===== src/hw/dual_timer_pkg.sv =====
/*
  Constants for the dual timer/counter: register bit positions, modes, reset values and rate divisors.
  Assumes nothing of its surroundings.
*/
package dual_timer_pkg;
  // mode register fields per nibble
  localparam int MODE_GATE_POS = 3;
  localparam int MODE_SRC_POS = 2;
  localparam int MODE_HI_POS = 1;
  localparam int MODE_LO_POS = 0;
  localparam int UNIT1_NIBBLE_OFS = 4;
  // control register positions
  localparam int CTRL_U1_OVF_POS = 7;
  localparam int CTRL_U1_RUN_POS = 6;
  localparam int CTRL_U0_OVF_POS = 5;
  localparam int CTRL_U0_RUN_POS = 4;
  localparam int CTRL_B_TYPE_POS = 2;
  localparam int CTRL_A_TYPE_POS = 0;
  localparam logic [7:0] MODE_RESET = 8'h00;
  localparam logic [7:0] CTRL_RESET = 8'h00;
  localparam logic [7:0] COUNT_RESET = 8'h00;
  // timer clock periods per peripheral cycle
  localparam int PER_CYCLE_TICKS = 6;
  localparam logic [4:0] PRESCALE_MAX = 5'h1F;
  typedef enum logic [1:0] {
    MODE_13BIT,
    MODE_16BIT,
    MODE_AUTO_RELOAD,
    MODE_SPLIT_HALT
  } timer_mode_t;
endpackage


===== src/hw/dual_timer_counter.sv =====
/*
  Two timer/counter units with 13-bit, 16-bit, 8-bit auto-reload and split/halt modes.
  Assumes software writes control, mode and count bytes through the write ports, and that
  the interrupt controller pulses the service inputs when it vectors.
  Count and gating pins are asynchronous and pass two flops before any logic reads them.
  Software keeps the run-bit rules when presetting counts or changing modes.
*/
`timescale 1ns/1ps
`default_nettype none
module dual_timer_counter
  import dual_timer_pkg::*;
(
  input wire logic sys_clk,
  input wire logic rst_n,
  input wire logic double_speed_mode,
  input wire logic unit0_clock_double_select,
  input wire logic unit1_clock_double_select,
  input wire logic count_pin_0,
  input wire logic count_pin_1,
  input wire logic ext_irq_pin_a,
  input wire logic ext_irq_pin_b,
  input wire logic mode_wr,
  input wire logic [7:0] mode_wdata,
  input wire logic ctrl_wr,
  input wire logic [7:0] ctrl_wdata,
  input wire logic [3:0] count_wr,
  input wire logic [7:0] count_wdata,
  input wire logic unit0_serviced,
  input wire logic unit1_serviced,
  output logic [7:0] timer_mode_register,
  output logic [7:0] timer_control_register,
  output logic [7:0] unit0_low_byte,
  output logic [7:0] unit0_high_byte,
  output logic [7:0] unit1_low_byte,
  output logic [7:0] unit1_high_byte,
  output logic unit0_irq,
  output logic unit1_irq,
  output logic baud_tick
);
  typedef struct packed {
    logic [7:0] mode;
    logic [7:0] ctrl;
    logic [7:0] l0;
    logic [7:0] h0;
    logic [7:0] l1;
    logic [7:0] h1;
    // stages 1:0 follow the count pin, stages 3:2 the gating pin
    logic [3:0] sync_a;
    logic [3:0] sync_b;
    logic prev0;
    logic prev1;
    logic baud;
  } state_t;
  state_t st;
  state_t next_st;
  logic tick0;
  logic tick1;

  //////////////////////////////////////////////////////////////////////
  timer_clock_gen u_clk0 (
    .sys_clk(sys_clk),
    .rst_n(rst_n),
    .clock_double_select(unit0_clock_double_select),
    .double_speed_mode(double_speed_mode),
    .per_tick(tick0)
  );
  timer_clock_gen u_clk1 (
    .sys_clk(sys_clk),
    .rst_n(rst_n),
    .clock_double_select(unit1_clock_double_select),
    .double_speed_mode(double_speed_mode),
    .per_tick(tick1)
  );

  //////////////////////////////////////////////////////////////////////
  // one unit's increment enable from its nibble, run bit and inputs
  function automatic logic unit_inc(input logic [3:0] nib, input logic run, input logic tick,
                                    input logic pin, input logic prev, input logic irq);
    logic gate_ok;
    logic src;
    gate_ok = run && (!nib[MODE_GATE_POS] || irq);
    src = nib[MODE_SRC_POS] ? (prev && !pin) : 1'b1;
    return tick && gate_ok && src;
  endfunction

  // 8-bit increment; bit 8 is the rollover from all ones
  function automatic logic [8:0] inc8(input logic [7:0] v);
    logic [8:0] r;
    r = {1'b0, v} + 9'h001;
    return r;
  endfunction

  // mode field of one unit's nibble
  function automatic timer_mode_t mode_of(input logic [3:0] nib);
    return timer_mode_t'(nib[MODE_HI_POS:MODE_LO_POS]);
  endfunction

  // overflow flag: a rollover in the same cycle beats the service clear
  function automatic logic flag_next(input logic cur, input logic set, input logic clr);
    logic r;
    r = cur;
    if (clr) begin
      r = 1'b0;
    end
    if (set) begin
      r = 1'b1;
    end
    return r;
  endfunction

  // advance one unit; returns overflow in bit 16
  function automatic logic [16:0] unit_step(input logic [1:0] m, input logic [7:0] lo,
                                            input logic [7:0] hi);
    logic [16:0] r;
    r = {1'b0, hi, lo};
    case (timer_mode_t'(m))
      MODE_13BIT: begin
        if (lo[4:0] == PRESCALE_MAX) begin
          r[7:0] = {lo[7:5], 5'h00};
          r[15:8] = hi + 8'h01;
          r[16] = (hi == 8'hFF);
        end else begin
          r[7:0] = {lo[7:5], lo[4:0] + 5'h01};
        end
      end
      MODE_16BIT: begin
        r = {1'b0, hi, lo} + 17'h00001;
      end
      MODE_AUTO_RELOAD: begin
        if (lo == 8'hFF) begin
          r[7:0] = hi;
          r[16] = 1'b1;
        end else begin
          r[7:0] = lo + 8'h01;
        end
      end
      default: begin
        r = {1'b0, hi, lo};
      end
    endcase
    return r;
  endfunction

  //////////////////////////////////////////////////////////////////////
  always_comb begin
    logic [3:0] nib0;
    logic [3:0] nib1;
    logic in0;
    logic in1;
    logic inh;
    logic ovf0;
    logic ovf1;
    logic [16:0] s;
    logic [8:0] b;
    logic split0;
    logic hold1;
    logic run0;
    logic run1;
    logic pin0;
    logic pin1;
    logic unit0_gating_bit;
    logic unit1_gating_bit;
    nib0 = st.mode[3:0];
    nib1 = st.mode[7:4];
    in0 = 1'b0;
    in1 = 1'b0;
    inh = 1'b0;
    ovf0 = 1'b0;
    ovf1 = 1'b0;
    s = 17'h00000;
    b = 9'h000;
    split0 = (mode_of(nib0) == MODE_SPLIT_HALT);
    hold1 = (mode_of(nib1) == MODE_SPLIT_HALT);
    run0 = st.ctrl[CTRL_U0_RUN_POS];
    run1 = st.ctrl[CTRL_U1_RUN_POS];
    // logic reads only the second flop of each pin
    pin0 = st.sync_a[1];
    pin1 = st.sync_b[1];
    unit0_gating_bit = st.sync_a[3];
    unit1_gating_bit = st.sync_b[3];
    next_st = st;
    next_st.sync_a = {st.sync_a[2], ext_irq_pin_a, st.sync_a[0], count_pin_0};
    next_st.sync_b = {st.sync_b[2], ext_irq_pin_b, st.sync_b[0], count_pin_1};

    //////////////////////////////////////////////////////////////////////
    // edge history moves only at a sample point
    if (tick0) begin
      next_st.prev0 = pin0;
    end
    if (tick1) begin
      next_st.prev1 = pin1;
    end
    in0 = unit_inc(nib0, run0, tick0, pin0, st.prev0, unit0_gating_bit);
    in1 = unit_inc(nib1, run1, tick1, pin1, st.prev1, unit1_gating_bit);
    // split-mode high byte: timer only, unit 1 clock and run bit
    inh = tick1 && run1;

    //////////////////////////////////////////////////////////////////////
    // unit 0 datapath
    if (split0) begin
      if (in0) begin
        b = inc8(st.l0);
        next_st.l0 = b[7:0];
        ovf0 = b[8];
      end
      if (inh) begin
        b = inc8(st.h0);
        next_st.h0 = b[7:0];
        ovf1 = b[8];
      end
    end else if (in0) begin
      s = unit_step(nib0[1:0], st.l0, st.h0);
      next_st.l0 = s[7:0];
      next_st.h0 = s[15:8];
      ovf0 = s[16];
    end
    //////////////////////////////////////////////////////////////////////
    // unit 1 datapath; mode 3 halts it and keeps its count
    next_st.baud = 1'b0;
    if (in1 && !hold1) begin
      s = unit_step(nib1[1:0], st.l1, st.h1);
      next_st.l1 = s[7:0];
      next_st.h1 = s[15:8];
      next_st.baud = s[16];
      // with unit 0 split, the overflow flag belongs to the high byte of unit 0
      if (!split0) begin
        ovf1 = s[16];
      end
    end

    // software writes; run bit writes leave counts alone
    if (mode_wr) begin
      next_st.mode = mode_wdata;
    end
    if (ctrl_wr) begin
      next_st.ctrl = ctrl_wdata;
    end
    if (count_wr[0]) begin
      next_st.l0 = count_wdata;
    end
    if (count_wr[1]) begin
      next_st.h0 = count_wdata;
    end
    if (count_wr[2]) begin
      next_st.l1 = count_wdata;
    end
    if (count_wr[3]) begin
      next_st.h1 = count_wdata;
    end
    //////////////////////////////////////////////////////////////////////
    // service clears flags, overflow wins
    next_st.ctrl[CTRL_U0_OVF_POS] = flag_next(next_st.ctrl[CTRL_U0_OVF_POS], ovf0, unit0_serviced);
    next_st.ctrl[CTRL_U1_OVF_POS] = flag_next(next_st.ctrl[CTRL_U1_OVF_POS], ovf1, unit1_serviced);
  end

  always_ff @(posedge sys_clk) begin
    if (!rst_n) begin
      // counts, flags and pin history all start at zero
      st <= '0;
      st.mode <= MODE_RESET;
      st.ctrl <= CTRL_RESET;
    end else begin
      st <= next_st;
    end
  end

  //////////////////////////////////////////////////////////////////////
  assign timer_mode_register = st.mode;
  assign timer_control_register = st.ctrl;
  assign unit0_low_byte = st.l0;
  assign unit0_high_byte = st.h0;
  assign unit1_low_byte = st.l1;
  assign unit1_high_byte = st.h1;
  assign unit0_irq = st.ctrl[CTRL_U0_OVF_POS];
  assign unit1_irq = st.ctrl[CTRL_U1_OVF_POS];
  assign baud_tick = st.baud;
endmodule
`default_nettype wire


===== src/hw/timer_clock_gen.sv =====
/*
  Per-unit timer clock tick generator and peripheral-cycle divider.
  Assumes sys_clk is the oscillator; produces one-cycle enables, not clocks.
*/
`timescale 1ns/1ps
`default_nettype none
module timer_clock_gen
  import dual_timer_pkg::*;
(
  input wire logic sys_clk,
  input wire logic rst_n,
  input wire logic clock_double_select,
  input wire logic double_speed_mode,
  output logic per_tick
);
  typedef struct packed {
    logic half;
    logic [2:0] div;
    logic tick;
  } state_t;
  state_t st;
  state_t next_st;
  logic timer_clk_en;

  always_comb begin
    next_st = st;
    next_st.half = ~st.half;
    timer_clk_en = (clock_double_select || !double_speed_mode) ? st.half : 1'b1;
    next_st.tick = 1'b0;
    if (timer_clk_en) begin
      if (st.div == 3'(PER_CYCLE_TICKS - 1)) begin
        next_st.div = 3'h0;
        next_st.tick = 1'b1;
      end else begin
        next_st.div = st.div + 3'h1;
      end
    end
  end

  always_ff @(posedge sys_clk) begin
    if (!rst_n) begin
      st <= '0;
    end else begin
      st <= next_st;
    end
  end

  assign per_tick = st.tick;
endmodule
`default_nettype wire


===== config.mk =====
export PLATFORM = sky130hd
export DESIGN_NAME = dual_timer_counter
export DESIGN_NICKNAME = d
export VERILOG_FILES = /design/src/hw/dual_timer_pkg.sv /design/src/hw/dual_timer_counter.sv /design/src/hw/timer_clock_gen.sv
export SDC_FILE = /design/constraint.sdc
export NUM_CORES = 1
export LEC_CHECK = 0
export BUFFER_PORTS_ARGS = -buffer_cell sky130_fd_sc_hd__buf_4
export CAP_MARGIN = 15
export CORE_ASPECT_RATIO = 0.8
export CORE_MARGIN = 4
export CORE_UTILIZATION = 50
export CTS_CLUSTER_DIAMETER = 80
export CTS_CLUSTER_SIZE = 20
export DETAILED_ROUTE_END_ITERATION = 8
export PLACE_DENSITY = 0.77
export REMOVE_ABC_BUFFERS = 1
export SYNTH_ARGS = -nofsm -noshare
export SYNTH_HDL_FRONTEND = slang
export SYNTH_SLANG_ARGS = --single-unit

===== constraint.sdc =====
create_clock -name sys_clk -period 2.06 [get_ports sys_clk]
set_clock_uncertainty 0.2 [all_clocks]
set_input_delay 0.412 -clock sys_clk [delete_from_list [all_inputs] [get_ports sys_clk]]
set_output_delay 0.412 -clock sys_clk [all_outputs]
set_load 0.01 [all_outputs]

==> results by group, run 1 <==
Critical path
  • Startpoint Class: register
  • Critical-path maximum fanout: 4
  • Worst path most repeated cell: buf_4
  • CP bufs+invs: 2
  • Kind of critical path: register to register
  • Worst Path Required: around 2.1 ns
  • Setup crit end kind: register
  • Data arrival, critical path: 2.18 ns
  • Family with the most delay on the worst path: compound AO/OA/AOI/OAI gates
  • Slowest-stage cell, CP: dfxtp_2
  • Flop2flop setup slack: -0.08 ns
  • Critical-path cell list: ha_4 > buf_4 > nand4_1 > buf_4 > o31ai_1 > o21ai_0 > o21ai_1 > a31oi_1
  • Worst stage delay on the critical path: 0.36 ns

Place
  • GPL Wtd Cong: 0.9798
  • I/O Buffers: between 90 and 100
  • Detailed placer's ending HPWL: roughly 11 mm
  • Placed Cells: approximately 760
  • Post-place setup slack: -0.1739 ns

Drt
  • Via Count: 4762
  • Pre-Repair DR Iteration Count: 5
  • DR iter-0 viols: 416
  • # DRC: 0
  • WL final: 14.52 mm
  • Vias per inst: 6.105
  • Avg WL per Cell: about 19 microns
  • Antenna Violating Nets Remaining: 0

Flow run
  • Max-cap violations: 0

Die
  • Die height: between 90 and 100 microns
  • Area of the die: 10520 sq um
  • Row count: 30
  • Core footprint: between 8000 and 9000 sq um
  • Die width: around 110 microns
  • Initial Util: 0.5198
  • # IOs: a little over 90

Synthesis
  • Seq/Total Area, Yosys: 0.3092
  • Synth Warn #: 0
  • Cells after Synth: 561
  • Post-synth EDFFs: 0
  • Synth cell types: 67
  • Area leader, netlist: dfxtp_1
  • Synth area leaders: dfxtp_1, buf_4, mux2i_1, o21ai_0, nor2_1
  • Main synth FF type: dfxtp_1
  • Avg Synthesized Cell Area: 7.964 sq um
  • Seq cells post-synth: 69
  • Most common cell in the netlist: dfxtp_1
  • Post-synth ARST share: 0
  • Mapped cell area: 4468 sq um
  • Most frequent cells after synthesis: dfxtp_1, buf_4, nor2_1
  • Yosys top cell area share: 0.3092

Global route
  • Number of global-route vias before repair: roughly 4500
  • Total congestion overflow: 0
  • Global Route Usage Sum: 0.2674
  • Global-route wire length before repair: 22.61 mm
  • Largest net degree at the start of global routing: 27
  • Initial antenna violation count: 0

Finish
  • Area Growth Syn to Fin: 32.54%
  • Post-route insts no fill: 780
  • Ratio of cells with drive above 1 in the final layout: 0.3683
  • ANT cells: 0
  • Fill cell count: 691
  • Final net count: 717

Clocking
  • CTS root buf: clkbuf_8
  • Clock Latency Late Sink: ~0.36 ns
  • Clk slew on worst S/H paths: 0.08 ns
  • Clk buf depth: 2
  • Cts bufs inserted: 9
  • CTS tree: done
  • Max H-tree Level: 3
  • Clock sinks: between 60 and 70

Power and ir drop
  • Final Power: 0.003368 W
  • Pleak: between 2 and 2.5 nW
  • Maximum VDD drop: roughly 0.37 mV
  • Pwr dens: 568.8 nW/um^2

STA
  • Max Fclk: 466.8 MHz
  • RSZ-0062 raised after global routing: true
  • Min Tclk post-route: 2.142 ns
  • Slew HR: 0.5725
  • Setup violators final: 2
  • Max-slew violation count: 0
  • Worst slew pin tran: 0.6345 ns
  • WHS: 0.06406 ns
  • Crit share post-route: 1.040
  • Setup ws final: -0.08213 ns
  • Final Hold Fails: 0

Worst hold path
  • HP Class: primary input to register

Status
  • Failing checks: negative setup slack
  • Status: finished, violations left
-- through the flow --
| step | TNS, ns | utilization | cell area, sq um |
|---|---|---|---|
| after floorplan | -1.487 | - | 4000 |
| after global placement | -0.7287 | 0.6223 | 5349 |
| final | -0.09089 | 0.6889 | 5922 |
| after global routing | -0.4726 | 0.6889 | 5922 |
| after CTS | 0 | 0.6576 | 5653 |
| after detailed placement | -1.279 | 0.6223 | 5349 |
-- what timing repair did --
action / CTS / global route
gates resized for setup: 30 / 47
endpoints found under the setup margin: 19 / 29
buffers inserted: 0 / 8
hold buffers: 0 / 0
pin swaps: 8 / 20
-- logic make-up (layout without fill, tap and decap cells) --
group / count (synthesis) / in the layout / synth area share
xor gates and xnor gates: 8 / 8 / 0.01568
and+or+nand+nor: 200 / 200 / 0.2341
DFF: 69 / 69 / 0.3092
AOI/OAI and AO/OA: 157 / 157 / 0.2397
adders and majority gates: 13 / 13 / 0.03641
muxes: 20 / 20 / 0.04508
buffers and inverters: 94 / 201 / 0.1199
-- state kept, by name (all words and copies together) (netlist names) --
name and flops:
u_clk0.per_tick 1, unit1_low_byte 8, unit1_high_byte 8, st 6, next_st 4, u_clk1.per_tick 1, timer_mode_register 8, unit0_high_byte 8
unit0_low_byte 8, u_clk1.st 4, timer_control_register 8, baud_tick 1, u_clk0.st 4
-- routing by layer --
| layer | routed length, microns | part of all wire | global-route usage |
|---|---|---|---|
| met5 | 0 | 0 | 0 |
| met2 | 6781 | 0.47 | 0.4250 |
| met3 | 1338 | 0.092 | 0.06205 |
| met4 | 350 | 0.024 | 0.07708 |
| met1 | 6044 | 0.42 | 0.3616 |
-- cell type report --
class	instances	area, sq um	share of cell area
Inverter	18	71.32	0.01204
Tap cell	112	140.1	0.02366
Timing Repair Buffer	167	1277	0.2157
Sequential cell	69	1394	0.2354
Clock buffer	10	127.6	0.02155
Multi-Input combinational cell	398	2841	0.4798
Clock inverter	6	70.07	0.01183
-- report_power, final --
group          leakage [nW]  internal, W  switching, W  total [W]
combinational          1.78     0.000365      0.000388   0.000753
clock                 0.101     0.000570      0.000559    0.00113
sequential            0.572      0.00141     0.0000765    0.00149
total                  2.46      0.00235       0.00102    0.00337
-- final timing paths --
| check | cells past startpoint | from | endpoint |
|---|---|---|---|
| max | 8 | unit0_low_byte[1]$_SDFFE_PN0P_ | unit0_low_byte[0]$_SDFFE_PN0P_ |
| min | 2 | count_pin_0 | next_st[8]$_SDFF_PN0_ |
| max reg2reg | 8 | unit0_low_byte[1]$_SDFFE_PN0P_ | unit0_low_byte[0]$_SDFFE_PN0P_ |
| min reg2reg | 1 | u_clk0.st[4]$_SDFF_PN0_ | u_clk0.st[4]$_SDFF_PN0_ |
-- placed cells by master, fill, tap and decap left out, types with 5 or more instances in the layout --
| cell type | Yosys | final |
|---|---|---|
| clkbuf_8 | 0 | 9 |
| nor2_1 | 48 | 46 |
| nand2b_1 | 9 | 7 |
| a211oi_1 | 8 | 5 |
| a21oi_1 | 33 | 31 |
| inv_1 | 17 | 14 |
| nand2_1 | 41 | 40 |
| nand3_1 | 15 | 15 |
| mux2i_1 | 19 | 19 |
| and3_1 | 10 | 9 |
| o22ai_1 | 6 | 6 |
| o221ai_1 | 5 | 5 |
| buf_4 | 48 | 163 |
| o31ai_1 | 8 | 7 |
| dfxtp_1 | 69 | 61 |
| and2_1 | 10 | 10 |
| ha_1 | 13 | 5 |
| nor2b_1 | 8 | 5 |
| dfxtp_2 | 0 | 7 |
| a31oi_1 | 10 | 10 |
| o21ai_0 | 37 | 32 |
| ha_4 | 0 | 5 |
| nand4_1 | 10 | 10 |
| xnor2_1 | 6 | 6 |
| nor3_1 | 17 | 14 |
(Power assumes the default switching activity.)
==> run 2, diff against run 1 <==
- CORE_ASPECT_RATIO: 0.8 -> unset
==> results by group, run 2 (synthesis gave the netlist of run 1 again) <==
Power and ir drop
  • Clock Power Share: 0.313
  • Pwr dens: between 500 and 600 nW/um^2
  • P_int: 0.002236 W
  • Fraction of power consumed by combinational cells: 0.229
  • Maximum VDD drop: 0.3785 mV
  • Net Sw Power: 0.001009 W
  • Pleak: 2.467 nW
  • Sw frac: 0.3110
  • Seq pwr share: 0.458

Drt
  • WL met3: 1.537 mm
  • Met1 wire length: a little under 6 mm
  • Antenna Violating Nets Remaining: 0
  • Avg WL per Cell: about 18 microns
  • WL final: 14.35 mm
  • Via Count: about 4800
  • Pre-Repair DR Iteration Count: 5
  • DR iter-0 viols: 413
  • DR top layer: met4
  • Vias per inst: just over 6
  • Met2 routed WL: ~6.6 mm
  • # DRC: 0

Status
  • Status: finished, violations left
  • Failing checks: negative setup slack

Die
  • Die width: 102.5 microns
  • Row count: 34
  • Area of the die: approximately 11000 sq um
  • # IOs: 92
  • Core footprint: ~8700 sq um
  • Die height: 102.5 microns
  • Initial Util: 0.5123

Finish
  • Final net count: around 720
  • Post-Layout Inst Area: 5916 sq um
  • Fill cell count: roughly 700
  • Area Growth Syn to Fin: 32.40%
  • Most frequent cells in the layout: buf_4, dfxtp_1, nor2_1
  • Ratio of cells with drive above 1 in the final layout: 0.3863
  • Most common cell after layout, fill and taps aside: buf_4
  • ANT cells: 0

Critical path
  • CP bufs+invs: 0
  • Critical-path maximum fanout: 7
  • Worst stage delay on the critical path: 0.41 ns
  • Data arrival, critical path: between 2 and 2.5 ns
  • Kind of critical path: register to register
  • Setup crit end kind: register
  • Startpoint Class: register
  • Family with the most delay on the worst path: compound AO/OA/AOI/OAI gates
  • Critical-path cell list: ha_4 > and3_4 > ha_4 > nor2b_4 > nor3_2 > a211o_2 > a221oi_2 > nor3_2
  • Slowest-stage cell, CP: a211o_2
  • Worst Path Required: 2.09 ns

Global route
  • Global Route Usage Sum: 0.2685
  • Global-route wire length before repair: 22.33 mm
  • Initial antenna violation count: 0
  • Total congestion overflow: 0
  • Number of global-route vias before repair: 4515
  • Largest net degree at the start of global routing: 25

Clocking
  • Max H-tree Level: 3
  • Clock sinks: 69
  • Clock Latency Late Sink: 0.36 ns
  • Clk buf depth: 2
  • CTS tree: done
  • Clk slew on worst S/H paths: 0.08 ns
  • CTS Hold Bufs: 0
  • Cts bufs inserted: 9
  • CTS root buf: clkbuf_8

Flow run
  • Max-cap violations: 0

Place
  • Placed inst area: between 5000 and 6000 sq um
  • Post-place setup slack: -0.2120 ns
  • I/O Buffers: 91
  • Detailed placer's ending HPWL: 10.36 mm
  • GPL Wtd Cong: ~1.0

STA
  • Setup violators final: 2
  • Slew HR: 0.6158
  • Crit share post-route: 1.008
  • Min Tclk post-route: between 2 and 2.5 ns
  • Max-slew violation count: 0
  • Final Hold Fails: 0
  • Max Fclk: 481.6 MHz
  • RSZ-0062 raised after global routing: true
  • Worst slew pin tran: 0.5702 ns
  • Setup ws final: -0.01663 ns
  • WHS: 0.06927 ns

Worst hold path
  • HP Class: primary input to register
-- run 2: power by group through the flow --
stage	logic, W	registers, W	clock network, W
3_3_place_gp	0.000652	0.00150	0
5_1_grt	0.000801	0.00150	0.00109
6_report	0.000743	0.00149	0.00102
2_1_floorplan	0.000263	0.00154	0
4_1_cts	0.000687	0.00148	0.00103
3_5_place_dp	0.000669	0.00151	0
-- run 2: stage by stage --
stage / std cells / util / power (W) / TNS (ns)
after floorplan: 485 / - / 0.001803 / -1.487
after global placement: 758 / 0.6162 / 0.002155 / -0.5767
after detailed placement: 758 / 0.6162 / 0.002177 / -1.557
after CTS: 777 / 0.6489 / 0.003197 / -0.1560
after global routing: 781 / 0.6783 / 0.003386 / -0.4354
final: 781 / 0.6783 / 0.003246 / -0.01803
-- run 2: cell type report --
cell class / instances / area (sq um) / area share
Clock inverter: 5 / 37.54 / 0.006345
Timing Repair Buffer: 173 / 1314 / 0.2221
Sequential cell: 69 / 1401 / 0.2369
Tap cell: 108 / 135.1 / 0.02284
Inverter: 18 / 67.56 / 0.01142
Clock buffer: 10 / 137.6 / 0.02327
Multi-Input combinational cell: 398 / 2823 / 0.4772
-- run 2: path summary, 6_finish.rpt --
path                            cells past startpoint                           start                              end  slack (ns)
worst max register to register                      8  unit0_low_byte[0]$_SDFFE_PN0P_  unit0_high_byte[4]$_SDFFE_PN0P_       -0.02
worst min register to register                      1         u_clk0.st[4]$_SDFF_PN0_          u_clk0.st[4]$_SDFF_PN0_        0.22
worst min-delay path                                2                   ext_irq_pin_b            next_st[6]$_SDFF_PN0_        0.07
worst max-delay path                                8  unit0_low_byte[0]$_SDFFE_PN0P_  unit0_high_byte[4]$_SDFFE_PN0P_       -0.02
-- run 2: repair_timing --
| action | in CTS | in global routing |
|---|---|---|
| pin swaps | 7 | 18 |
| buffers inserted | 5 | 4 |
| setup endpoints to repair | 18 | 30 |
| gates resized for setup | 29 | 58 |
-- run 2: per-layer routing --
metal	GRT usage	vias up
li1	-	2227
met4	0.09889	0
met3	0.06698	37
met2	0.4176	253
met5	0	-
met1	0.3612	2291
